==> config.mk <==
export PLATFORM = sky130hd
export DESIGN_NAME = crosspoint_serial_control
export DESIGN_NICKNAME = d
export VERILOG_FILES = /design/src/inc/xpt_pkg.sv /design/src/inc/cmd_if.sv /design/src/design/sync_edge.sv /design/src/design/threewire_rx.sv /design/src/design/crosspoint_serial_control.sv
export SDC_FILE = /design/constraint.sdc
export NUM_CORES = 1
export LEC_CHECK = 0
export ABC_AREA = 1
export BUFFER_PORTS_ARGS = -buffer_cell sky130_fd_sc_hd__buf_2
export CAP_MARGIN = 20
export CORE_AREA = 2 2 97 99
export DETAILED_ROUTE_END_ITERATION = 8
export DIE_AREA = 0 0 99 101
export GPL_TIMING_DRIVEN = 0
export PLACE_DENSITY = 0.82
export SYNTH_ARGS = -nofsm -noshare
export SYNTH_HDL_FRONTEND = slang
export SYNTH_HIERARCHICAL = 1
export SYNTH_SLANG_ARGS = --single-unit
==> constraint.sdc <==
create_clock -name clk -period 3.9 [get_ports clk]
set_input_delay 0.585 -clock clk [delete_from_list [all_inputs] [get_ports clk]]
set_output_delay 0.585 -clock clk [all_outputs]
set_load 0.005 [all_outputs]
==> src/inc/xpt_pkg.sv <==
// Shared constants and types of the crosspoint serial control block.
`default_nettype none
package xpt_pkg;
    localparam int         BYTE_W      = 8;
    localparam int         FRAME_BITS  = 16;
    localparam int         NUM_OUT     = 4;
    localparam int         SW_W        = 5;
    localparam int         SIDE_W      = 4;
    localparam int         CMD_AUX     = 4;
    localparam int         CMD_MODE    = 5;
    localparam int         MODE_POS    = 4;
    localparam int         BIAS_POS    = 0;
    localparam logic [3:0] ACK_AT      = 4'h8;
    localparam logic [4:0] DEV_ADDR_HI = 5'h13;
    localparam logic [4:0] SW_RESET    = 5'h10;
    localparam logic [3:0] SIDE_RESET  = 4'h0;
    localparam logic [3:0] CLICK_RESET = 4'hf;
    localparam logic [3:0] BIAS_RESET  = 4'h0;
    localparam logic [3:0] TW_SYNC_INIT = 4'hc;
    localparam logic [2:0] TH_SYNC_INIT = 3'h4;

    typedef enum logic [2:0] {
        TW_IDLE,
        TW_ADDR,
        TW_CMD,
        TW_DATA,
        TW_SKIP
    } tw_state_t;
endpackage : xpt_pkg
`default_nettype wire

==> src/inc/cmd_if.sv <==
// Command and data word handed from a serial front end to the registers.
`timescale 1ns/100ps
`default_nettype none
interface cmd_if;
    logic       valid;
    logic [7:0] cmd;
    logic [7:0] data;
    modport src (output valid, output cmd, output data);
    modport dst (input valid, input cmd, input data);
endinterface : cmd_if
`default_nettype wire

==> src/design/sync_edge.sv <==
// Two-stage pin synchroniser with edge detection after the second stage.
`timescale 1ns/100ps
`default_nettype none
module sync_edge #(
    parameter int           W    = 1,
    parameter logic [W-1:0] INIT = '0
) (
    input  wire logic         clk,    // System clock.
    input  wire logic         rst_n,  // Synchronous reset, active low.
    input  wire logic [W-1:0] pin_in, // Asynchronous pin levels.
    output logic      [W-1:0] level,  // Synchronised levels.
    output logic      [W-1:0] rise,   // One-cycle rising edge pulses.
    output logic      [W-1:0] fall    // One-cycle falling edge pulses.
);
    logic [W-1:0] meta_reg;
    logic [W-1:0] stable_reg;
    logic [W-1:0] last_reg;

    // Reset to the idle pin level so that release makes no false edge.
    always_ff @(posedge clk) begin
        if (!rst_n) begin
            meta_reg   <= INIT;
            stable_reg <= INIT;
            last_reg   <= INIT;
        end else begin
            meta_reg   <= pin_in;
            stable_reg <= meta_reg;
            last_reg   <= stable_reg;
        end
    end

    assign level = stable_reg;
    assign rise  = stable_reg & ~last_reg;
    assign fall  = ~stable_reg & last_reg;
endmodule : sync_edge
`default_nettype wire

==> src/design/threewire_rx.sv <==
// Three-wire shift port: 16-bit frame, delayed serial output, load on deselect.
`timescale 1ns/100ps
`default_nettype none
module threewire_rx
    import xpt_pkg::*;
(
    input  wire logic clk,         // System clock.
    input  wire logic rst_n,       // Synchronous reset, active low.
    input  wire logic select_n,    // Port select pin, active low.
    input  wire logic shift_clock, // Shift clock pin.
    input  wire logic serial_in,   // Serial data pin.
    output logic      serial_out,  // Delayed serial data for chaining.
    cmd_if.src        frame        // Completed command word.
);
    logic [2:0]            lvl;
    logic [2:0]            rise;
    logic [2:0]            fall;
    logic [FRAME_BITS-1:0] shift_reg;
    logic [4:0]            cnt_reg;
    logic                  out_reg;
    logic                  sel_low;
    logic                  sh_rise;

    sync_edge #(.W(3), .INIT(TH_SYNC_INIT)) u_sync (
        .clk    (clk),
        .rst_n  (rst_n),
        .pin_in ({select_n, shift_clock, serial_in}),
        .level  (lvl),
        .rise   (rise),
        .fall   (fall)
    );

    assign sel_low = !lvl[2];
    assign sh_rise = rise[1] && sel_low;

    always_ff @(posedge clk) begin
        if (!rst_n) shift_reg <= '0;
        else if (sh_rise) shift_reg <= {shift_reg[FRAME_BITS-2:0], lvl[0]};
    end

    // The count saturates so a long daisy chain still loads its last word.
    always_ff @(posedge clk) begin
        if (!rst_n) cnt_reg <= '0;
        else if (rise[2]) cnt_reg <= '0;
        else if (sh_rise && cnt_reg != 5'(FRAME_BITS)) cnt_reg <= cnt_reg + 5'h01;
    end

    always_ff @(posedge clk) begin
        if (!rst_n) out_reg <= 1'b0;
        else if (fall[1] && sel_low) out_reg <= shift_reg[FRAME_BITS-1];
    end

    always_ff @(posedge clk) begin
        if (!rst_n) begin
            frame.valid <= 1'b0;
            frame.cmd   <= '0;
            frame.data  <= '0;
        end else begin
            frame.valid <= rise[2] && cnt_reg == 5'(FRAME_BITS);
            if (rise[2]) begin
                frame.cmd  <= shift_reg[FRAME_BITS-1:BYTE_W];
                frame.data <= shift_reg[BYTE_W-1:0];
            end
        end
    end

    assign serial_out = out_reg;

    a_idle_frozen: assert property (@(posedge clk) disable iff (!rst_n)
        lvl[2] |=> $stable(shift_reg) && $stable(out_reg))
        else $error("shift state moved while deselected");
    a_frame_load: assert property (@(posedge clk) disable iff (!rst_n)
        rise[2] && cnt_reg == 5'(FRAME_BITS)
        |=> frame.valid && frame.data == $past(shift_reg[BYTE_W-1:0]))
        else $error("full frame not loaded on deselect");
endmodule : threewire_rx
`default_nettype wire

==> src/design/crosspoint_serial_control.sv <==
// Crosspoint control: 2-wire and 3-wire command ports and output registers.
//
// Function
// Command bits 0 to 3 load the data byte into the selected outputs.
// Matrix byte bits 0-3 close inputs 1-4, bit 4 the shunt.
// Side byte bits 0-3 drive side outputs 0-3; upper bits ignored.
// Mode byte bits 4-7 enable clickless switching per output.
// Mode byte bits 0-3 connect the bias network per output.
// Command bit 4 selects the side output register.
// Command bit 5 selects the clickless and bias register.
// A 2-wire transfer is start, address, command, data, stop.
// The device acknowledges address, command and data bytes for one clock.
// Start and stop are SDA edges while SCL is high.
// Only address 10011, high strap, low strap, zero is answered.
// The 2-wire port is write only; SDA is driven only to acknowledge.
// The 3-wire port samples serial data on clock rise while selected.
// The controller supplies 16 bits per frame, maybe in two bytes.
// Frame order is command MSB first, data LSB last.
// Outputs keep their state while bits are shifted in.
// Deselect after 16 bits loads and applies the frame.
// Serial output is the input delayed 16 clocks, on falling edges.
// While deselected, shifting stops and the serial output holds.
// Chained devices get 16 bits each and update together.
// Reset connects every output to its shunt, clickless, no bias, sides low.
// Several command bits write the same byte; others stay; bits 6-7 ignored.
// A wrong address is not acknowledged; aborted transfers change nothing.
// 2-wire commands apply after the data byte is acknowledged.
`timescale 1ns/100ps
`default_nettype none
module crosspoint_serial_control
    import xpt_pkg::*;
(
    input  wire logic          clk,            // System clock, 100 MHz.
    input  wire logic          rst_n,          // Synchronous reset, low.
    input  wire logic          scl,            // 2-wire clock pin.
    input  wire logic          sda_in,         // 2-wire data pin level.
    output logic               sda_out,        // 2-wire data drive value.
    output logic               sda_oe,         // 2-wire data drive enable.
    input  wire logic          addr_strap_hi,  // Upper address strap pin.
    input  wire logic          addr_strap_lo,  // Lower address strap pin.
    input  wire logic          select_n,       // 3-wire select, active low.
    input  wire logic          shift_clock,    // 3-wire shift clock pin.
    input  wire logic          serial_in,      // 3-wire data in.
    output logic               serial_out,     // 3-wire delayed data out.
    output logic [SW_W-1:0]    out1_matrix_a,  // Switches of A output 1.
    output logic [SW_W-1:0]    out2_matrix_a,  // Switches of A output 2.
    output logic [SW_W-1:0]    out1_matrix_b,  // Switches of B output 1.
    output logic [SW_W-1:0]    out2_matrix_b,  // Switches of B output 2.
    output logic [NUM_OUT-1:0] clickless_en,   // Clickless mode per output.
    output logic [NUM_OUT-1:0] bias_en,        // Bias network per output.
    output logic               side_out_0,     // Side logic output 0.
    output logic               side_out_1,     // Side logic output 1.
    output logic               side_out_2,     // Side logic output 2.
    output logic               side_out_3      // Side logic output 3.
);
    cmd_if frame3 ();

    logic [3:0]         tw_lvl;
    logic [3:0]         tw_rise;
    logic [3:0]         tw_fall;
    logic               scl_rise;
    logic               scl_fall;
    logic               tw_start;
    logic               tw_stop;
    logic               receiving;
    logic               byte_done;
    logic               match;
    tw_state_t          state_reg;
    logic [3:0]         bit_cnt_reg;
    logic [7:0]         rx_reg;
    logic [7:0]         cmd_reg;
    logic [7:0]         data_reg;
    logic               ack_reg;
    logic               tw_apply_reg;
    logic               apply_valid;
    logic [7:0]         apply_cmd;
    logic [7:0]         apply_data;
    logic [SIDE_W-1:0]  side_reg;
    logic [NUM_OUT-1:0] click_reg;
    logic [NUM_OUT-1:0] bias_reg;

    function automatic logic addr_hit(input logic [7:0] b,
                                      input logic       hi,
                                      input logic       lo);
        return b == {DEV_ADDR_HI, hi, lo, 1'b0};
    endfunction : addr_hit

    // Both ports share one synchroniser style; straps pass it as well.
    sync_edge #(.W(4), .INIT(TW_SYNC_INIT)) u_tw_sync (
        .clk    (clk),
        .rst_n  (rst_n),
        .pin_in ({scl, sda_in, addr_strap_hi, addr_strap_lo}),
        .level  (tw_lvl),
        .rise   (tw_rise),
        .fall   (tw_fall)
    );

    threewire_rx u_three (
        .clk         (clk),
        .rst_n       (rst_n),
        .select_n    (select_n),
        .shift_clock (shift_clock),
        .serial_in   (serial_in),
        .serial_out  (serial_out),
        .frame       (frame3)
    );

    assign scl_rise  = tw_rise[3];
    assign scl_fall  = tw_fall[3];
    assign tw_start  = tw_lvl[3] && tw_fall[2];
    assign tw_stop   = tw_lvl[3] && tw_rise[2];
    assign byte_done = bit_cnt_reg == ACK_AT;
    assign match     = addr_hit(rx_reg, tw_lvl[1], tw_lvl[0]);
    assign receiving = state_reg == TW_ADDR || state_reg == TW_CMD
                       || state_reg == TW_DATA;

    // Transfer sequence; extra bytes after the data byte are not taken.
    always_ff @(posedge clk) begin
        if (!rst_n) begin
            state_reg <= TW_IDLE;
        end else if (tw_stop) begin
            state_reg <= TW_IDLE;
        end else if (tw_start) begin
            state_reg <= TW_ADDR;
        end else if (scl_fall) begin
            case (state_reg)
                TW_ADDR: begin
                    if (ack_reg) state_reg <= TW_CMD;
                    else if (byte_done && !match) state_reg <= TW_SKIP;
                end
                TW_CMD: begin
                    if (ack_reg) state_reg <= TW_DATA;
                end
                TW_DATA: begin
                    if (ack_reg) state_reg <= TW_SKIP;
                end
                default: begin
                    state_reg <= state_reg;
                end
            endcase
        end
    end

    always_ff @(posedge clk) begin
        if (!rst_n) begin
            bit_cnt_reg <= '0;
        end else if (tw_start || (scl_fall && ack_reg)) begin
            bit_cnt_reg <= '0;
        end else if (scl_rise && receiving && !byte_done && !ack_reg) begin
            bit_cnt_reg <= bit_cnt_reg + 4'h1;
        end
    end

    always_ff @(posedge clk) begin
        if (!rst_n) begin
            rx_reg <= '0;
        end else if (scl_rise && receiving && !byte_done && !ack_reg) begin
            rx_reg <= {rx_reg[6:0], tw_lvl[2]};
        end
    end

    // The acknowledge spans SCL low, high, and ends on the next fall.
    always_ff @(posedge clk) begin
        if (!rst_n) begin
            ack_reg <= 1'b0;
        end else if (tw_start || tw_stop) begin
            ack_reg <= 1'b0;
        end else if (scl_fall) begin
            if (ack_reg) ack_reg <= 1'b0;
            else if (byte_done && receiving
                     && (state_reg != TW_ADDR || match)) ack_reg <= 1'b1;
        end
    end

    always_ff @(posedge clk) begin
        if (!rst_n) begin
            cmd_reg  <= '0;
            data_reg <= '0;
        end else if (scl_fall && !ack_reg && byte_done) begin
            if (state_reg == TW_CMD) cmd_reg <= rx_reg;
            if (state_reg == TW_DATA) data_reg <= rx_reg;
        end
    end

    // Applying only after the last acknowledge keeps aborted transfers inert.
    always_ff @(posedge clk) begin
        if (!rst_n) begin
            tw_apply_reg <= 1'b0;
        end else begin
            tw_apply_reg <= scl_fall && ack_reg && state_reg == TW_DATA
                            && !tw_start && !tw_stop;
        end
    end

    // The device only ever pulls low, so the drive value is fixed.
    assign sda_out = 1'b0;
    assign sda_oe  = ack_reg;

    // Both ports may finish together only by misuse; the 2-wire word wins.
    assign apply_valid = tw_apply_reg || frame3.valid;
    assign apply_cmd   = tw_apply_reg ? cmd_reg : frame3.cmd;
    assign apply_data  = tw_apply_reg ? data_reg : frame3.data;

    // Registers move only on a completed word, never during shifting.
    for (genvar i = 0; i < NUM_OUT; i++) begin : g_sw
        logic [SW_W-1:0] sw_reg;
        always_ff @(posedge clk) begin
            if (!rst_n) sw_reg <= SW_RESET;
            else if (apply_valid && apply_cmd[i])
                sw_reg <= apply_data[SW_W-1:0];
        end
    end

    always_ff @(posedge clk) begin
        if (!rst_n) side_reg <= SIDE_RESET;
        else if (apply_valid && apply_cmd[CMD_AUX])
            side_reg <= apply_data[SIDE_W-1:0];
    end

    always_ff @(posedge clk) begin
        if (!rst_n) begin
            click_reg <= CLICK_RESET;
            bias_reg  <= BIAS_RESET;
        end else if (apply_valid && apply_cmd[CMD_MODE]) begin
            click_reg <= apply_data[MODE_POS+:NUM_OUT];
            bias_reg  <= apply_data[BIAS_POS+:NUM_OUT];
        end
    end

    assign out1_matrix_a = g_sw[0].sw_reg;
    assign out2_matrix_a = g_sw[1].sw_reg;
    assign out1_matrix_b = g_sw[2].sw_reg;
    assign out2_matrix_b = g_sw[3].sw_reg;
    assign clickless_en  = click_reg;
    assign bias_en       = bias_reg;
    assign side_out_0    = side_reg[0];
    assign side_out_1    = side_reg[1];
    assign side_out_2    = side_reg[2];
    assign side_out_3    = side_reg[3];

    a_matrix_load: assert property (@(posedge clk) disable iff (!rst_n)
        apply_valid && apply_cmd[2]
        |=> out1_matrix_b == $past(apply_data[SW_W-1:0]))
        else $error("selected matrix output not loaded");

    a_matrix_keep: assert property (@(posedge clk) disable iff (!rst_n)
        !(apply_valid && apply_cmd[0]) |=> $stable(out1_matrix_a))
        else $error("unselected matrix output changed");

    a_side_load: assert property (@(posedge clk) disable iff (!rst_n)
        apply_valid && apply_cmd[CMD_AUX]
        |=> side_out_3 == $past(apply_data[3]) && side_out_0 == $past(apply_data[0]))
        else $error("side outputs not loaded");

    a_mode_load: assert property (@(posedge clk) disable iff (!rst_n)
        apply_valid && apply_cmd[CMD_MODE]
        |=> clickless_en == $past(apply_data[7:4])
            && bias_en == $past(apply_data[3:0]))
        else $error("mode and bias not loaded");

    a_reset_state: assert property (@(posedge clk)
        !rst_n |=> out2_matrix_b == SW_RESET && clickless_en == CLICK_RESET
                   && bias_en == BIAS_RESET && !side_out_1)
        else $error("power-up state wrong");

    a_ack_only: assert property (@(posedge clk) disable iff (!rst_n)
        sda_oe |-> !sda_out && (state_reg != TW_IDLE))
        else $error("data line driven outside an acknowledge");

    a_ack_hold: assert property (@(posedge clk) disable iff (!rst_n)
        ack_reg && !scl_fall && !tw_start && !tw_stop |=> ack_reg)
        else $error("acknowledge released before clock fall");

    a_ack_bound: assert property (@(posedge clk) disable iff (!rst_n)
        $rose(ack_reg) && tw_lvl[3] == 1'b0 |-> ##[1:1000] !ack_reg)
        else $error("acknowledge never released");

    a_skip_silent: assert property (@(posedge clk) disable iff (!rst_n)
        state_reg == TW_SKIP && $past(state_reg) == TW_SKIP |-> !sda_oe)
        else $error("acknowledge after mismatch or extra byte");

    a_apply_ack: assert property (@(posedge clk) disable iff (!rst_n)
        tw_apply_reg |-> $past(ack_reg) && $past(state_reg) == TW_DATA)
        else $error("2-wire word applied before data acknowledge");

    a_stop_idle: assert property (@(posedge clk) disable iff (!rst_n)
        tw_stop |=> state_reg == TW_IDLE && !ack_reg)
        else $error("stop condition not honoured");

    a_shift_quiet: assert property (@(posedge clk) disable iff (!rst_n)
        !apply_valid |=> $stable(side_reg) && $stable(click_reg)
                         && $stable(bias_reg))
        else $error("state changed without a completed word");

    a_addr_refuse: assert property (@(posedge clk) disable iff (!rst_n)
        state_reg == TW_ADDR && scl_fall && byte_done && !ack_reg && !match
        |=> state_reg == TW_SKIP && !ack_reg)
        else $error("wrong address acknowledged");

    a_start_addr: assert property (@(posedge clk) disable iff (!rst_n)
        tw_start
        |=> state_reg == TW_ADDR && bit_cnt_reg == 4'h0 && !ack_reg)
        else $error("start condition not honoured");

    a_ack_cause: assert property (@(posedge clk) disable iff (!rst_n)
        $rose(ack_reg)
        |-> $past(scl_fall && byte_done && receiving))
        else $error("acknowledge without a received byte");

    a_cmd_capture: assert property (@(posedge clk) disable iff (!rst_n)
        scl_fall && !ack_reg && byte_done && state_reg == TW_CMD
        |=> cmd_reg == $past(rx_reg))
        else $error("command byte not captured");

    a_tw_side: assert property (@(posedge clk) disable iff (!rst_n)
        tw_apply_reg && cmd_reg[CMD_AUX]
        |=> side_reg == $past(data_reg[SIDE_W-1:0]))
        else $error("2-wire word not applied to side outputs");

    // The 3-wire word only counts when no 2-wire word wins the same cycle.
    a_three_apply: assert property (@(posedge clk) disable iff (!rst_n)
        frame3.valid && !tw_apply_reg && frame3.cmd[1]
        |=> out2_matrix_a == $past(frame3.data[SW_W-1:0]))
        else $error("3-wire word not applied");

    a_click_keep: assert property (@(posedge clk) disable iff (!rst_n)
        !(apply_valid && apply_cmd[CMD_MODE])
        |=> $stable(clickless_en) && $stable(bias_en))
        else $error("unselected mode or bias changed");

    c_tw_write: cover property (@(posedge clk) disable iff (!rst_n)
        tw_apply_reg);
    c_three_write: cover property (@(posedge clk) disable iff (!rst_n)
        frame3.valid);
    c_addr_miss: cover property (@(posedge clk) disable iff (!rst_n)
        state_reg == TW_ADDR ##1 state_reg == TW_SKIP);
    c_multi_sel: cover property (@(posedge clk) disable iff (!rst_n)
        apply_valid && apply_cmd[0] && apply_cmd[3] && apply_cmd[CMD_MODE]);
    c_tw_abort: cover property (@(posedge clk) disable iff (!rst_n)
        state_reg == TW_DATA ##1 state_reg == TW_IDLE);
endmodule : crosspoint_serial_control
`default_nettype wire

* After elaboration in Yosys (flattened, before gate mapping)
Cells that the tools add are included.
** Operators by class
- Multiplexer cells :: 11
- Equality and inequality tests :: 14
- Multiply operators :: 0
- Add/sub/neg operators :: 2
- Reduce and logical (&&, ||, !) cells :: 48
- Divide/modulo/power cells :: 0
- Shift-type cells :: 0
- $lt $le $gt $ge :: 0
- Bitwise gates (word level) :: 9
** Operators by type and width (number)
- logical AND 1 bit :: 24
- two-way mux 3 bit :: 4
- AND reduction 5 bit :: 2
- one-hot mux 3 bit (3 select lines) :: 1
- AND 4 bit :: 2
- equality test 8 bit :: 1
- two-way mux 8 bit :: 1
- inverter 4 bit :: 2
- OR reduction 2 bit :: 4
- equality test 3 x 2 -> 1 bit, second input constant :: 2
- logical NOT 1 bit :: 6
- logical OR 1 bit :: 6
- two-way mux 6 bit :: 1
- != test 3 bit, second input constant :: 2
- adder 5 x 1 -> 5 bit, second input constant :: 1
- equality test 5 bit, second input constant :: 1
- != test 5 bit, second input constant :: 1
- adder 4 x 1 -> 4 bit, second input constant :: 1
- equality test 4 bit, second input constant :: 1
- two-way mux 1 bit :: 4
- != test 2 bit, second input constant :: 2
- != test 4 x 3 -> 1 bit, second input constant :: 1
- AND reduction 2 bit :: 2
- nonzero test 4 bit :: 1
- 11 further kinds :: 11
** Storage, ports and cells
- Latch bits :: 0
- RAM bits :: 0
- Bits of input ports :: 9
- Memory bits (read-only) :: 0
- Register bits after elaboration :: 121
- Memories :: 0
- Output and inout bits :: 35

* Logic depth before layout (Yosys ltp)
Gate-level depths: netlist of the first run.
- Depth in word-level cells :: 8
- Mapped depth :: 10
- Depth with buffers taken out :: 10

* Hierarchy
Netlist of the first run, hierarchy kept.
** Modules (own cells, without submodules)
- crosspoint_serial_control :: area an instance 2685.1 µm², instances 1, cells each 350, sequential area each 1261.2 µm²
- threewire_rx :: area an instance 1475.2 µm², instances 1, cells each 189, sequential area each 780.7 µm²
- sync_edge at u_tw_sync :: area an instance 394.1 µm², instances 1, cells each 51, sequential area each 240.2 µm²
- sync_edge at u_three.u_sync :: area an instance 300.3 µm², instances 1, cells each 39, sequential area each 180.2 µm²

* Worst setup path before layout of the first run
No wires, ideal clock.
- Path kind :: reg-to-reg
- Start point :: register bit_cnt_reg[0]
- End point :: register data_reg[5]
- Clock period less this slack :: 1.432 ns
- Library setup time :: 0.116 ns
- Arrival time :: 1.316 ns
- Setup slack :: 2.468 ns
- Cell stages (with the launch flop) :: 9
- Cell sequence :: dfxtp_1 -> inv_1 -> ha_1 -> nand3_4 -> nor3_4 -> nand2_2 -> buf_6 -> o21ai_1 -> a21oi_1
** On the way
- Cells in the longest elaborated chain, start to end :: 3
** RTL lines
- start, declared :: RTL line crosspoint_serial_control.sv:69 : logic [3:0] bit_cnt_reg;
- start signal, assigned :: RTL line crosspoint_serial_control.sv:150 : bit_cnt_reg <= bit_cnt_reg + 4'h1;
- equality test 4 bit :: RTL line crosspoint_serial_control.sv:112 : assign byte_done = bit_cnt_reg == ACK_AT;
- logical AND 1 bit :: RTL line crosspoint_serial_control.sv:179 : end else if (scl_fall && !ack_reg && byte_done) begin
- AND reduction 2 bit (no line)
- end signal, assigned :: RTL line crosspoint_serial_control.sv:181 : if (state_reg == TW_DATA) data_reg <= rx_reg;
- end, declared :: RTL line crosspoint_serial_control.sv:72 : logic [7:0] data_reg;
No other way between the ends.
A chain may end at the register's enable or synchronous reset.

* Worst setup path in the final report of the first run
- Start point :: register ack_reg (netlist: sda_oe)
- End point :: output sda_oe
** RTL lines
- start, declared :: RTL line crosspoint_serial_control.sv:73 : logic ack_reg;
- start signal, assigned :: RTL line crosspoint_serial_control.sv:165 : ack_reg <= 1'b0;
- start signal, assigned :: RTL line crosspoint_serial_control.sv:167 : ack_reg <= 1'b0;
- start signal, assigned :: RTL line crosspoint_serial_control.sv:169 : if (ack_reg) ack_reg <= 1'b0;
- end, declared :: RTL line crosspoint_serial_control.sv:38 : output logic sda_oe,
No word-level cell between the ends.

==> results of run 1 <==
[worst reg2reg max path: cells and delay by family, from the launching register on]
family / cells / cell delay (ns)
DFF: 1 / 0.38
and+or+nand+nor: 3 / 0.39
buffers and inverters: 2 / 0.32
adders and majority gates: 1 / 0.23
AOI/OAI and AO/OA: 1 / 0.20
[layout make-up]
class | count | area, um2 | share of cell area
Buffer | 23 | 156.4 | 0.02790
Clock buffer | 20 | 445.4 | 0.07946
Clock inverter | 12 | 152.6 | 0.02723
Inverter | 71 | 271.5 | 0.04844
Multi-Input combinational cell | 387 | 1868 | 0.3333
Sequential cell | 118 | 2362 | 0.4214
Tap cell | 111 | 138.9 | 0.02478
Timing Repair Buffer | 42 | 210.2 | 0.03750
[layer usage]
metal	part of all wire	global-route usage	vias up
met2	0.48	0.3550	109
li1	-	-	2048
met5	0	0	-
met3	0.046	0.05062	20
met1	0.45	0.2509	1816
met4	0.019	0.08746	0
[layout by cell type, fill, tap and decap left out, types with 3 or more instances in the layout]
cell	n
a21oi_1	25
inv_2	11
inv_1	59
clkinv_2	3
nor2_4	3
a21oi_2	3
clkbuf_8	3
nor2_1	82
bufinv_16	3
o21ai_0	59
dfxtp_1	118
nand2_1	126
o21ai_2	4
buf_4	4
ha_1	4
clkbuf_1	6
clkbuf_16	16
clkinv_4	3
a31oi_1	16
buf_6	6
nand2_2	4
buf_2	48
nand3_1	39
clkinvlp_4	4
[power groups by stage]
stage               sequential, mW  clock [mW]  combinational (mW)
floorplan                     1.25           0              0.0457
detailed placement            1.25           0              0.0629
CTS                           1.22        1.55              0.0638
finish                        1.22        1.54              0.0638
global route                  1.22        1.61              0.0733
global placement              1.25           0              0.0611
[worst max path at each step]
stage / startpoint / to / cells past startpoint
2_1_floorplan: bit_cnt_reg[0] / data_reg[5] / 8
3_3_place_gp: rst_n / out2_matrix_a[2] / 4
3_5_place_dp: rst_n / out1_matrix_a[0] / 4
4_1_cts: sda_oe / sda_oe / 1
5_1_grt: u_tw_sync/last_reg[3] / data_reg[5] / 8
6_report: sda_oe / sda_oe / 1
[metrics by stage]
step / total power [mW] / setup slack [ns]
floorplan: 1.292 / 2.468
global placement: 1.308 / 2.114
detailed placement: 1.310 / 2.091
CTS: 2.839 / 2.178
global route: 2.904 / 2.126
finish: 2.824 / 2.179
==> flow_summary.toml, run 1 <==
[outcome]
status = "finished clean"

[cts]
cts_inserted_buffers = 17
cts_resized = 0
h-tree-depth = 4
cts_hold_buffers = 0
clk_pin_slew_worst_paths_ns = 0.06
root_buffer = "clkbuf_8"
clockBufferDepth = 2
insertion_delay_ns = 0.52
clock_sinks = 118
postCtsSetupBuffers = 0
cts_tree = "done"

[power_and_ir_drop]
internal_power_mw = 2.242
p_sw_mw = 0.5824
powerDensity_mw_per_mm2 = 503.8
power.static_leakage_nw = 2.588
combPwrFrac = 0.023
swShare = 0.2062
ir_drop_mv = 0.3030
clkPwrFrac = 0.545
pwr-share-seq = 0.433

[yosys]
syn_nets = 612
synth_area_per_cell_um2 = 7.777
syn-instance-count = 599
yosysWarnings = 6
syn_area_mm2 = 0.004658

[timing]
max-slew-margin-rel = 0.5786
maxSlewViolCount = 0
setup_viol = 0
hold_viol_final = 0
rsz0062_at_grt = "false"
holdWs_ns = 0.2375
fin_skew_ns = 0.01220
finalSetupTns_ns = 0
period_share = 0.4413
tightest_slew_ns = 0.6255
period_minus_slack_ns = 1.721
fmax_mhz = 581.1

[placement]
place_hpwl_mm = 6.922
io_buffers = 42
dp.cells = 752
placed_area_mm2 = 0.005007
gp_congestion = 0.9173

[layout]
final_area_mm2 = 0.005605
syn_to_final_growth_pct = 20.33
drive_gt1_frac = 0.1842
postLayoutCoreUtil = 0.6244
final_nets = 673
final_cells = 784
largest_reg_flops = 16
insertedDiodeCount = 0
filler_cell_count = 750

[setup_path]
cp_max_fo = 6
cp-end-kind = "output port"
required_ns = 3.31
cpMaxStageDelayCell = "dfxtp_1"
rr_startpoint = "bit_cnt_reg[0]"
slowest_delay_ns = 0.46
cp_top_family = "flip-flops"
cp_num_buf_inv = 1
path_cells = "buf_2"
worstRegToRegCells = 7
timing.rr.end = "rx_reg[5]"
critPathLaunchType = "flop"
r2r_setup_slack_ns = 2.29
worstPathArrival_ns = 1.14
crit_type = "reg2out"

[floorplanning]
die_area_mm2 = 0.009999
coreArea_mm2 = 0.008977
rows = 35
die_w_um = 99
start_util = 0.5189
ios = 44
fp.dieH_um = 101

[global_route]
grt_max_degree = 17
antenna_found_initial = 0
gr-total-overflow = 0
track_usage = 0.2079
grt_first_pass_wirelength_mm = 16.59
grt_pass1_vias = 3739

[detailed_routing]
via_per_inst = 5.093
drt_wl_total_mm = 9.947
drt_iter0_drc = 217
drc = 0
ant_nets = 0
vias = 3993
dr.pass1.iters = 6
routedWlPerCell_um = 12.69

[worst_hold_path]
worstHoldStart = "select_n"
min_to = "u_three/u_sync/meta_reg[2]"
holdCritPathClass = "in2reg"
hold_depth = 3

[run]
drv_cap = 0
Note: power is estimated with default switching activity, not from simulation.
==> inputs of run 2 (changes only) <==
--- a/config.mk
+++ b/config.mk
@@ -8,9 +8,9 @@
 export ABC_AREA = 1
 export BUFFER_PORTS_ARGS = -buffer_cell sky130_fd_sc_hd__buf_2
 export CAP_MARGIN = 20
-export CORE_AREA = 2 2 97 99
+export CORE_AREA = 2 2 99 101
 export DETAILED_ROUTE_END_ITERATION = 8
-export DIE_AREA = 0 0 99 101
+export DIE_AREA = 0 0 101 103
 export GPL_TIMING_DRIVEN = 0
 export PLACE_DENSITY = 0.82
 export SYNTH_ARGS = -nofsm -noshare
==> constraint.sdc (replaced) <==
create_clock -name clk -period 1.5 [get_ports clk]
set_input_delay 0.225 -clock clk [delete_from_list [all_inputs] [get_ports clk]]
set_output_delay 0.225 -clock clk [all_outputs]
set_load 0.005 [all_outputs]
==> flow_summary.toml, run 2 (synthesis results as in run 1) <==
[outcome]
status = "finished clean"

[cts]
clock_sinks = 118
insertion_delay_ns = 0.52
root_buffer = "clkbuf_8"
h-tree-depth = 4
cts_inserted_buffers = 17
cts_tree = "done"
clockBufferDepth = 2
clk_pin_slew_worst_paths_ns = 0.06

[detailed_routing]
drt_iter0_drc = 220
vias = 4141
drc = 0
ant_nets = 0
drt_wl_total_mm = 10.55
routedWlPerCell_um = 13.21
dr.pass1.iters = 5
via_per_inst = 5.183

[floorplanning]
start_util = 0.4925
coreArea_mm2 = 0.009459
fp.dieH_um = 103
die_area_mm2 = 0.01040
die_w_um = 101
ios = 44
rows = 36

[timing]
maxSlewViolCount = 0
setup_viol = 0
period_share = 0.9634
fin_ws_ns = 0.05487
period_minus_slack_ns = 1.445
fmax_mhz = 692.0
hold_viol_final = 0
rsz0062_at_grt = "true"
fin_skew_ns = 0.009027

[setup_path]
timing.rr.end = "bit_cnt_reg[2]"
slowest_delay_ns = 0.36
path_cells = "inv_2, ha_4, nand3_4, buf_12, nand4_4, o21ai_0, nor3b_1"
cp_max_fo = 7
crit_path_end = "bit_cnt_reg[2]"
cp_top_family = "simple AND/OR/NAND/NOR gates"
critPathLaunchType = "flop"
rr_startpoint = "bit_cnt_reg[0]"
cp_num_buf_inv = 2
cp-end-kind = "flop"
r2r_setup_slack_ns = 0.05
worstRegToRegCells = 7
crit_type = "reg2reg"
worst-path-stages = 7
required_ns = 1.92
startpoint = "bit_cnt_reg[0]"
worstPathArrival_ns = 1.86
cpMaxStageDelayCell = "dfxtp_2"

[layout]
syn_to_final_growth_pct = 23.88
final_area_mm2 = 0.005771
largest_reg_flops = 16
drive_gt1_frac = 0.2088
insertedDiodeCount = 0
final_nets = 686
final_cell_mix = "nand2_1 (124), dfxtp_1 (115), nor2_1 (80)"
final_common_cell = "nand2_1"

[run]
drv_cap = 0

[power_and_ir_drop]
ir_drop_mv = 0.8477
powerDensity_mw_per_mm2 = 1269
power.static_leakage_nw = 2.659
fin_total_pwr_mw = 7.322

[global_route]
gr-total-overflow = 0
grt_pass1_vias = 3696
grt_first_pass_wirelength_mm = 16.84
track_usage = 0.2091
grt_max_degree = 17
antenna_found_initial = 0

[placement]
dp_worst_setup_slack_ns = -0.1149
place_hpwl_mm = 6.961
gp_congestion = 0.8467
placed_area_mm2 = 0.005011
io_buffers = 42

[worst_hold_path]
hold_depth = 3
holdCritPathClass = "in2reg"
[run 2: final cells by class]
type / instances / area (um2)
fillers: 749 / 3689
inverters: 71 / 271.5
flip-flops and latches: 118 / 2366
well taps: 114 / 142.6
clock inverters: 9 / 126.4
plain buffers: 23 / 165.2
repair buffers: 55 / 332.8
clock buffers: 22 / 452.9
multi-input cells: 387 / 1913
[run 2: how the worst min path moves through the flow]
stage / to / slack (ns) / start
finish: u_three/serial_out / 0.14 / rst_n
floorplan: u_three/u_sync/meta_reg[2] / 0.31 / select_n
CTS: u_three/serial_out / 0.14 / rst_n
detailed placement: u_tw_sync/level[3] / 0.39 / u_tw_sync/meta_reg[3]
global route: u_three/serial_out / 0.15 / rst_n
global placement: u_three/u_sync/level[2] / 0.38 / u_three/u_sync/meta_reg[2]
[run 2: what timing repair did]
item,in CTS,in global routing
setup endpoints to repair,17,37
hold buffers,7,0
endpoints found under the hold margin,7,0
cloned,1,1
buffers inserted,2,2
gates resized for setup,8,20
pin swaps,4,2
[run 2: per-stage QoR]
| stage | setup TNS [ns] | cells | utilization | hold WS, ns |
|---|---|---|---|---|
| after global routing | -0.1023 | 799 | 0.6101 | 0.1535 |
| after global placement | -0.2112 | 755 | 0.5298 | 0.3833 |
| after floorplan | 0 | 599 | - | 0.3098 |
| final | 0 | 799 | 0.6101 | 0.1437 |
| after CTS | 0 | 796 | 0.6038 | 0.1355 |
| after detailed placement | -0.6779 | 755 | 0.5298 | 0.3883 |
[run 2: power breakdown]
part	switching (mW)	total (mW)	internal, mW
combinational	0.116	0.187	0.0706
clock	1.36	3.96	2.60
sequential	0.0141	3.18	3.16
total	1.49	7.32	5.83
[run 2: worst reg2reg max path: cells and delay by family (launching register included)]
| family | cells | cell delay [ns] |
|---|---|---|
| flops | 1 | 0.36 |
| simple gates | 3 | 0.48 |
| compound gates | 1 | 0.17 |
| fa+ha+maj | 1 | 0.16 |
| buf+inv | 2 | 0.17 |
[run 2: metal layers]
| metal | vias to the layer above | track usage | part of all wire |
|---|---|---|---|
| li1 | 2079 | - | - |
| met1 | 1879 | 0.2519 | 0.45 |
| met2 | 155 | 0.3395 | 0.46 |
| met3 | 28 | 0.06169 | 0.060 |
| met4 | 0 | 0.1112 | 0.031 |
| met5 | - | 0 | 0 |
==> inputs of run 3 (changes only) <==
--- a/config.mk
+++ b/config.mk
@@ -8,11 +8,11 @@
 export ABC_AREA = 1
 export BUFFER_PORTS_ARGS = -buffer_cell sky130_fd_sc_hd__buf_2
 export CAP_MARGIN = 20
-export CORE_AREA = 2 2 99 101
+export CORE_AREA = 2 2 143 145
 export DETAILED_ROUTE_END_ITERATION = 8
-export DIE_AREA = 0 0 101 103
+export DIE_AREA = 0 0 145 147
 export GPL_TIMING_DRIVEN = 0
-export PLACE_DENSITY = 0.82
+export PLACE_DENSITY = 0.48
 export SYNTH_ARGS = -nofsm -noshare
 export SYNTH_HDL_FRONTEND = slang
 export SYNTH_HIERARCHICAL = 1
==> constraint.sdc (replaced) <==
create_clock -name clk -period 1.67 [get_ports clk]
set_input_delay 0.2505 -clock clk [delete_from_list [all_inputs] [get_ports clk]]
set_output_delay 0.2505 -clock clk [all_outputs]
set_load 0.005 [all_outputs]
==> flow_summary.toml, run 3 (synthesis results as in run 1) <==
[timing]
fmax_mhz = 643.4
period_share = 0.9307
max-slew-margin-rel = 0.5770
maxSlewViolCount = 0
tightest_slew_ns = 0.6278
fin_skew_ns = 0.006237
setup_viol = 0
rsz0062_at_grt = "false"
hold_viol_final = 0
fin_ws_ns = 0.1157
period_minus_slack_ns = 1.554

[power_and_ir_drop]
internal_power_mw = 5.586
ir_drop_mv = 0.6754
combPwrFrac = 0.023
clkPwrFrac = 0.566
pwr-share-seq = 0.411
power.static_leakage_nw = 2.641
p_sw_mw = 1.359
fin_total_pwr_mw = 6.946
powerDensity_mw_per_mm2 = 1177
swShare = 0.1957

[cts]
h-tree-depth = 4
cts_inserted_buffers = 17
cts_tree = "done"
clk_pin_slew_worst_paths_ns = 0.05
root_buffer = "clkbuf_16"
insertion_delay_ns = 0.41
clockBufferDepth = 2
clock_sinks = 118

[global_route]
antenna_found_initial = 0
grt_pass1_vias = 3573
gr-total-overflow = 0
grt_max_degree = 17
grt_first_pass_wirelength_mm = 18.02
track_usage = 0.1060

[detailed_routing]
vias = 3836
drc = 0
drt_wl_total_mm = 10.73
dr.pass1.iters = 5
routedWlPerCell_um = 11.33
ant_nets = 0
via_per_inst = 4.051
drt_iter0_drc = 223

[setup_path]
crit_type = "reg2reg"
worstPathArrival_ns = 1.85
cp_max_fo = 10
cp-end-kind = "flop"
slowest_delay_ns = 0.32
cpMaxStageDelayCell = "dfxtp_1"
r2r_setup_slack_ns = 0.12
required_ns = 1.96
path_cells = "inv_1, ha_4, nand3_4, nor3_4, nand2_2, buf_6, o21ai_1, a21oi_1"
critPathLaunchType = "flop"

[layout]
syn_to_final_growth_pct = 26.73
final_cells = 947
insertedDiodeCount = 0
final_cell_mix = "nand2_1 (126), dfxtp_1 (118), nor2_1 (81)"
final_area_mm2 = 0.005903
filler_cell_count = 2145
largest_reg_flops = 16
final_common_cell = "nand2_1"
final_nets = 677
drive_gt1_frac = 0.1876

[floorplanning]
coreArea_mm2 = 0.01984
ios = 44
fp.dieH_um = 147
rows = 52
start_util = 0.2347
die_area_mm2 = 0.02132
die_w_um = 145

[placement]
dp.cells = 911
gp_congestion = 0.8077
io_buffers = 42
place_hpwl_mm = 7.656
dp_worst_setup_slack_ns = -0.02093
placed_area_mm2 = 0.005206

[worst_hold_path]
holdCritPathClass = "in2reg"

[outcome]
status = "finished clean"

[run]
drv_cap = 0
-- run 3: changes by cell type in the layout (fill, tap and decap cells not counted), sizes merged --
cell / before / now
bufinv: 3 / 4
clkbuf: 30 / 31
buf: 63 / 59
clkinv: 6 / 4
dlygate4sd3: 7 / 3
-- run 3: path summary, 6_finish.rpt --
path,startpoint,endpoint,cells past startpoint
worst max-delay path,bit_cnt_reg[1],data_reg[5],8
worst min-delay path,serial_in,u_three/u_sync/meta_reg[0],3
worst max register to register,bit_cnt_reg[1],data_reg[5],8
worst min register to register,u_three/u_sync/meta_reg[2],u_three/u_sync/level[2],2
-- run 3: metal layers --
layer / global-route usage / share of wire / routed length, um
met1: 0.1491 / 0.54 / 5784
met2: 0.1486 / 0.41 / 4398
met3: 0.03665 / 0.044 / 472
met4: 0.04010 / 0.0065 / 70
met5: 0 / 0 / 0
-- run 3: critical path: cells and delay by family, from the launching register on --
| family | cells | cell delay (ns) |
|---|---|---|
| adders and majority gates | 1 | 0.16 |
| and+or+nand+nor | 3 | 0.50 |
| buffers and inverters | 2 | 0.28 |
| AOI/OAI and AO/OA | 2 | 0.18 |
| DFF | 1 | 0.32 |
-- run 3: area by class of cell --
type | instances | area [um2] | share of cell area
Sequential cell | 118 | 2362 | 0.4002
Multi-Input combinational cell | 387 | 1883 | 0.3190
Clock buffer | 24 | 501.7 | 0.08499
Tap cell | 270 | 337.8 | 0.05723
Inverter | 71 | 271.5 | 0.04599
Timing Repair Buffer | 46 | 247.7 | 0.04197
Buffer | 23 | 156.4 | 0.02649
Clock inverter | 8 | 142.6 | 0.02416
-- run 3: power groups by stage --
stage          Clock (mW)  Sequential [mW]  Combinational (mW)
6_report             3.93             2.85               0.157
5_1_grt              4.16             2.86               0.180
4_1_cts              4.02             2.85               0.160
3_5_place_dp            0             2.91               0.154
3_3_place_gp            0             2.91               0.155
2_1_floorplan           0             2.91               0.107
-- run 3: what timing repair did --
item | in CTS | in global routing
hold endpoints to repair | 3 | 0
hold buffers | 3 | 0
pin swaps | 1 | 3
buffers inserted | 1 | 0
resized for setup | 1 | 4
endpoints found under the setup margin | 3 | 13
-- run 3: stage by stage --
stage               setup TNS [ns]    util  hold slack [ns]
floorplan                        0       -           0.3353
global placement          -0.02927  0.2624           0.3844
detailed placement        -0.02118  0.2624           0.3855
CTS                              0  0.2967         0.002276
global route                     0  0.2975          0.01700
finish                           0  0.2975          0.02273
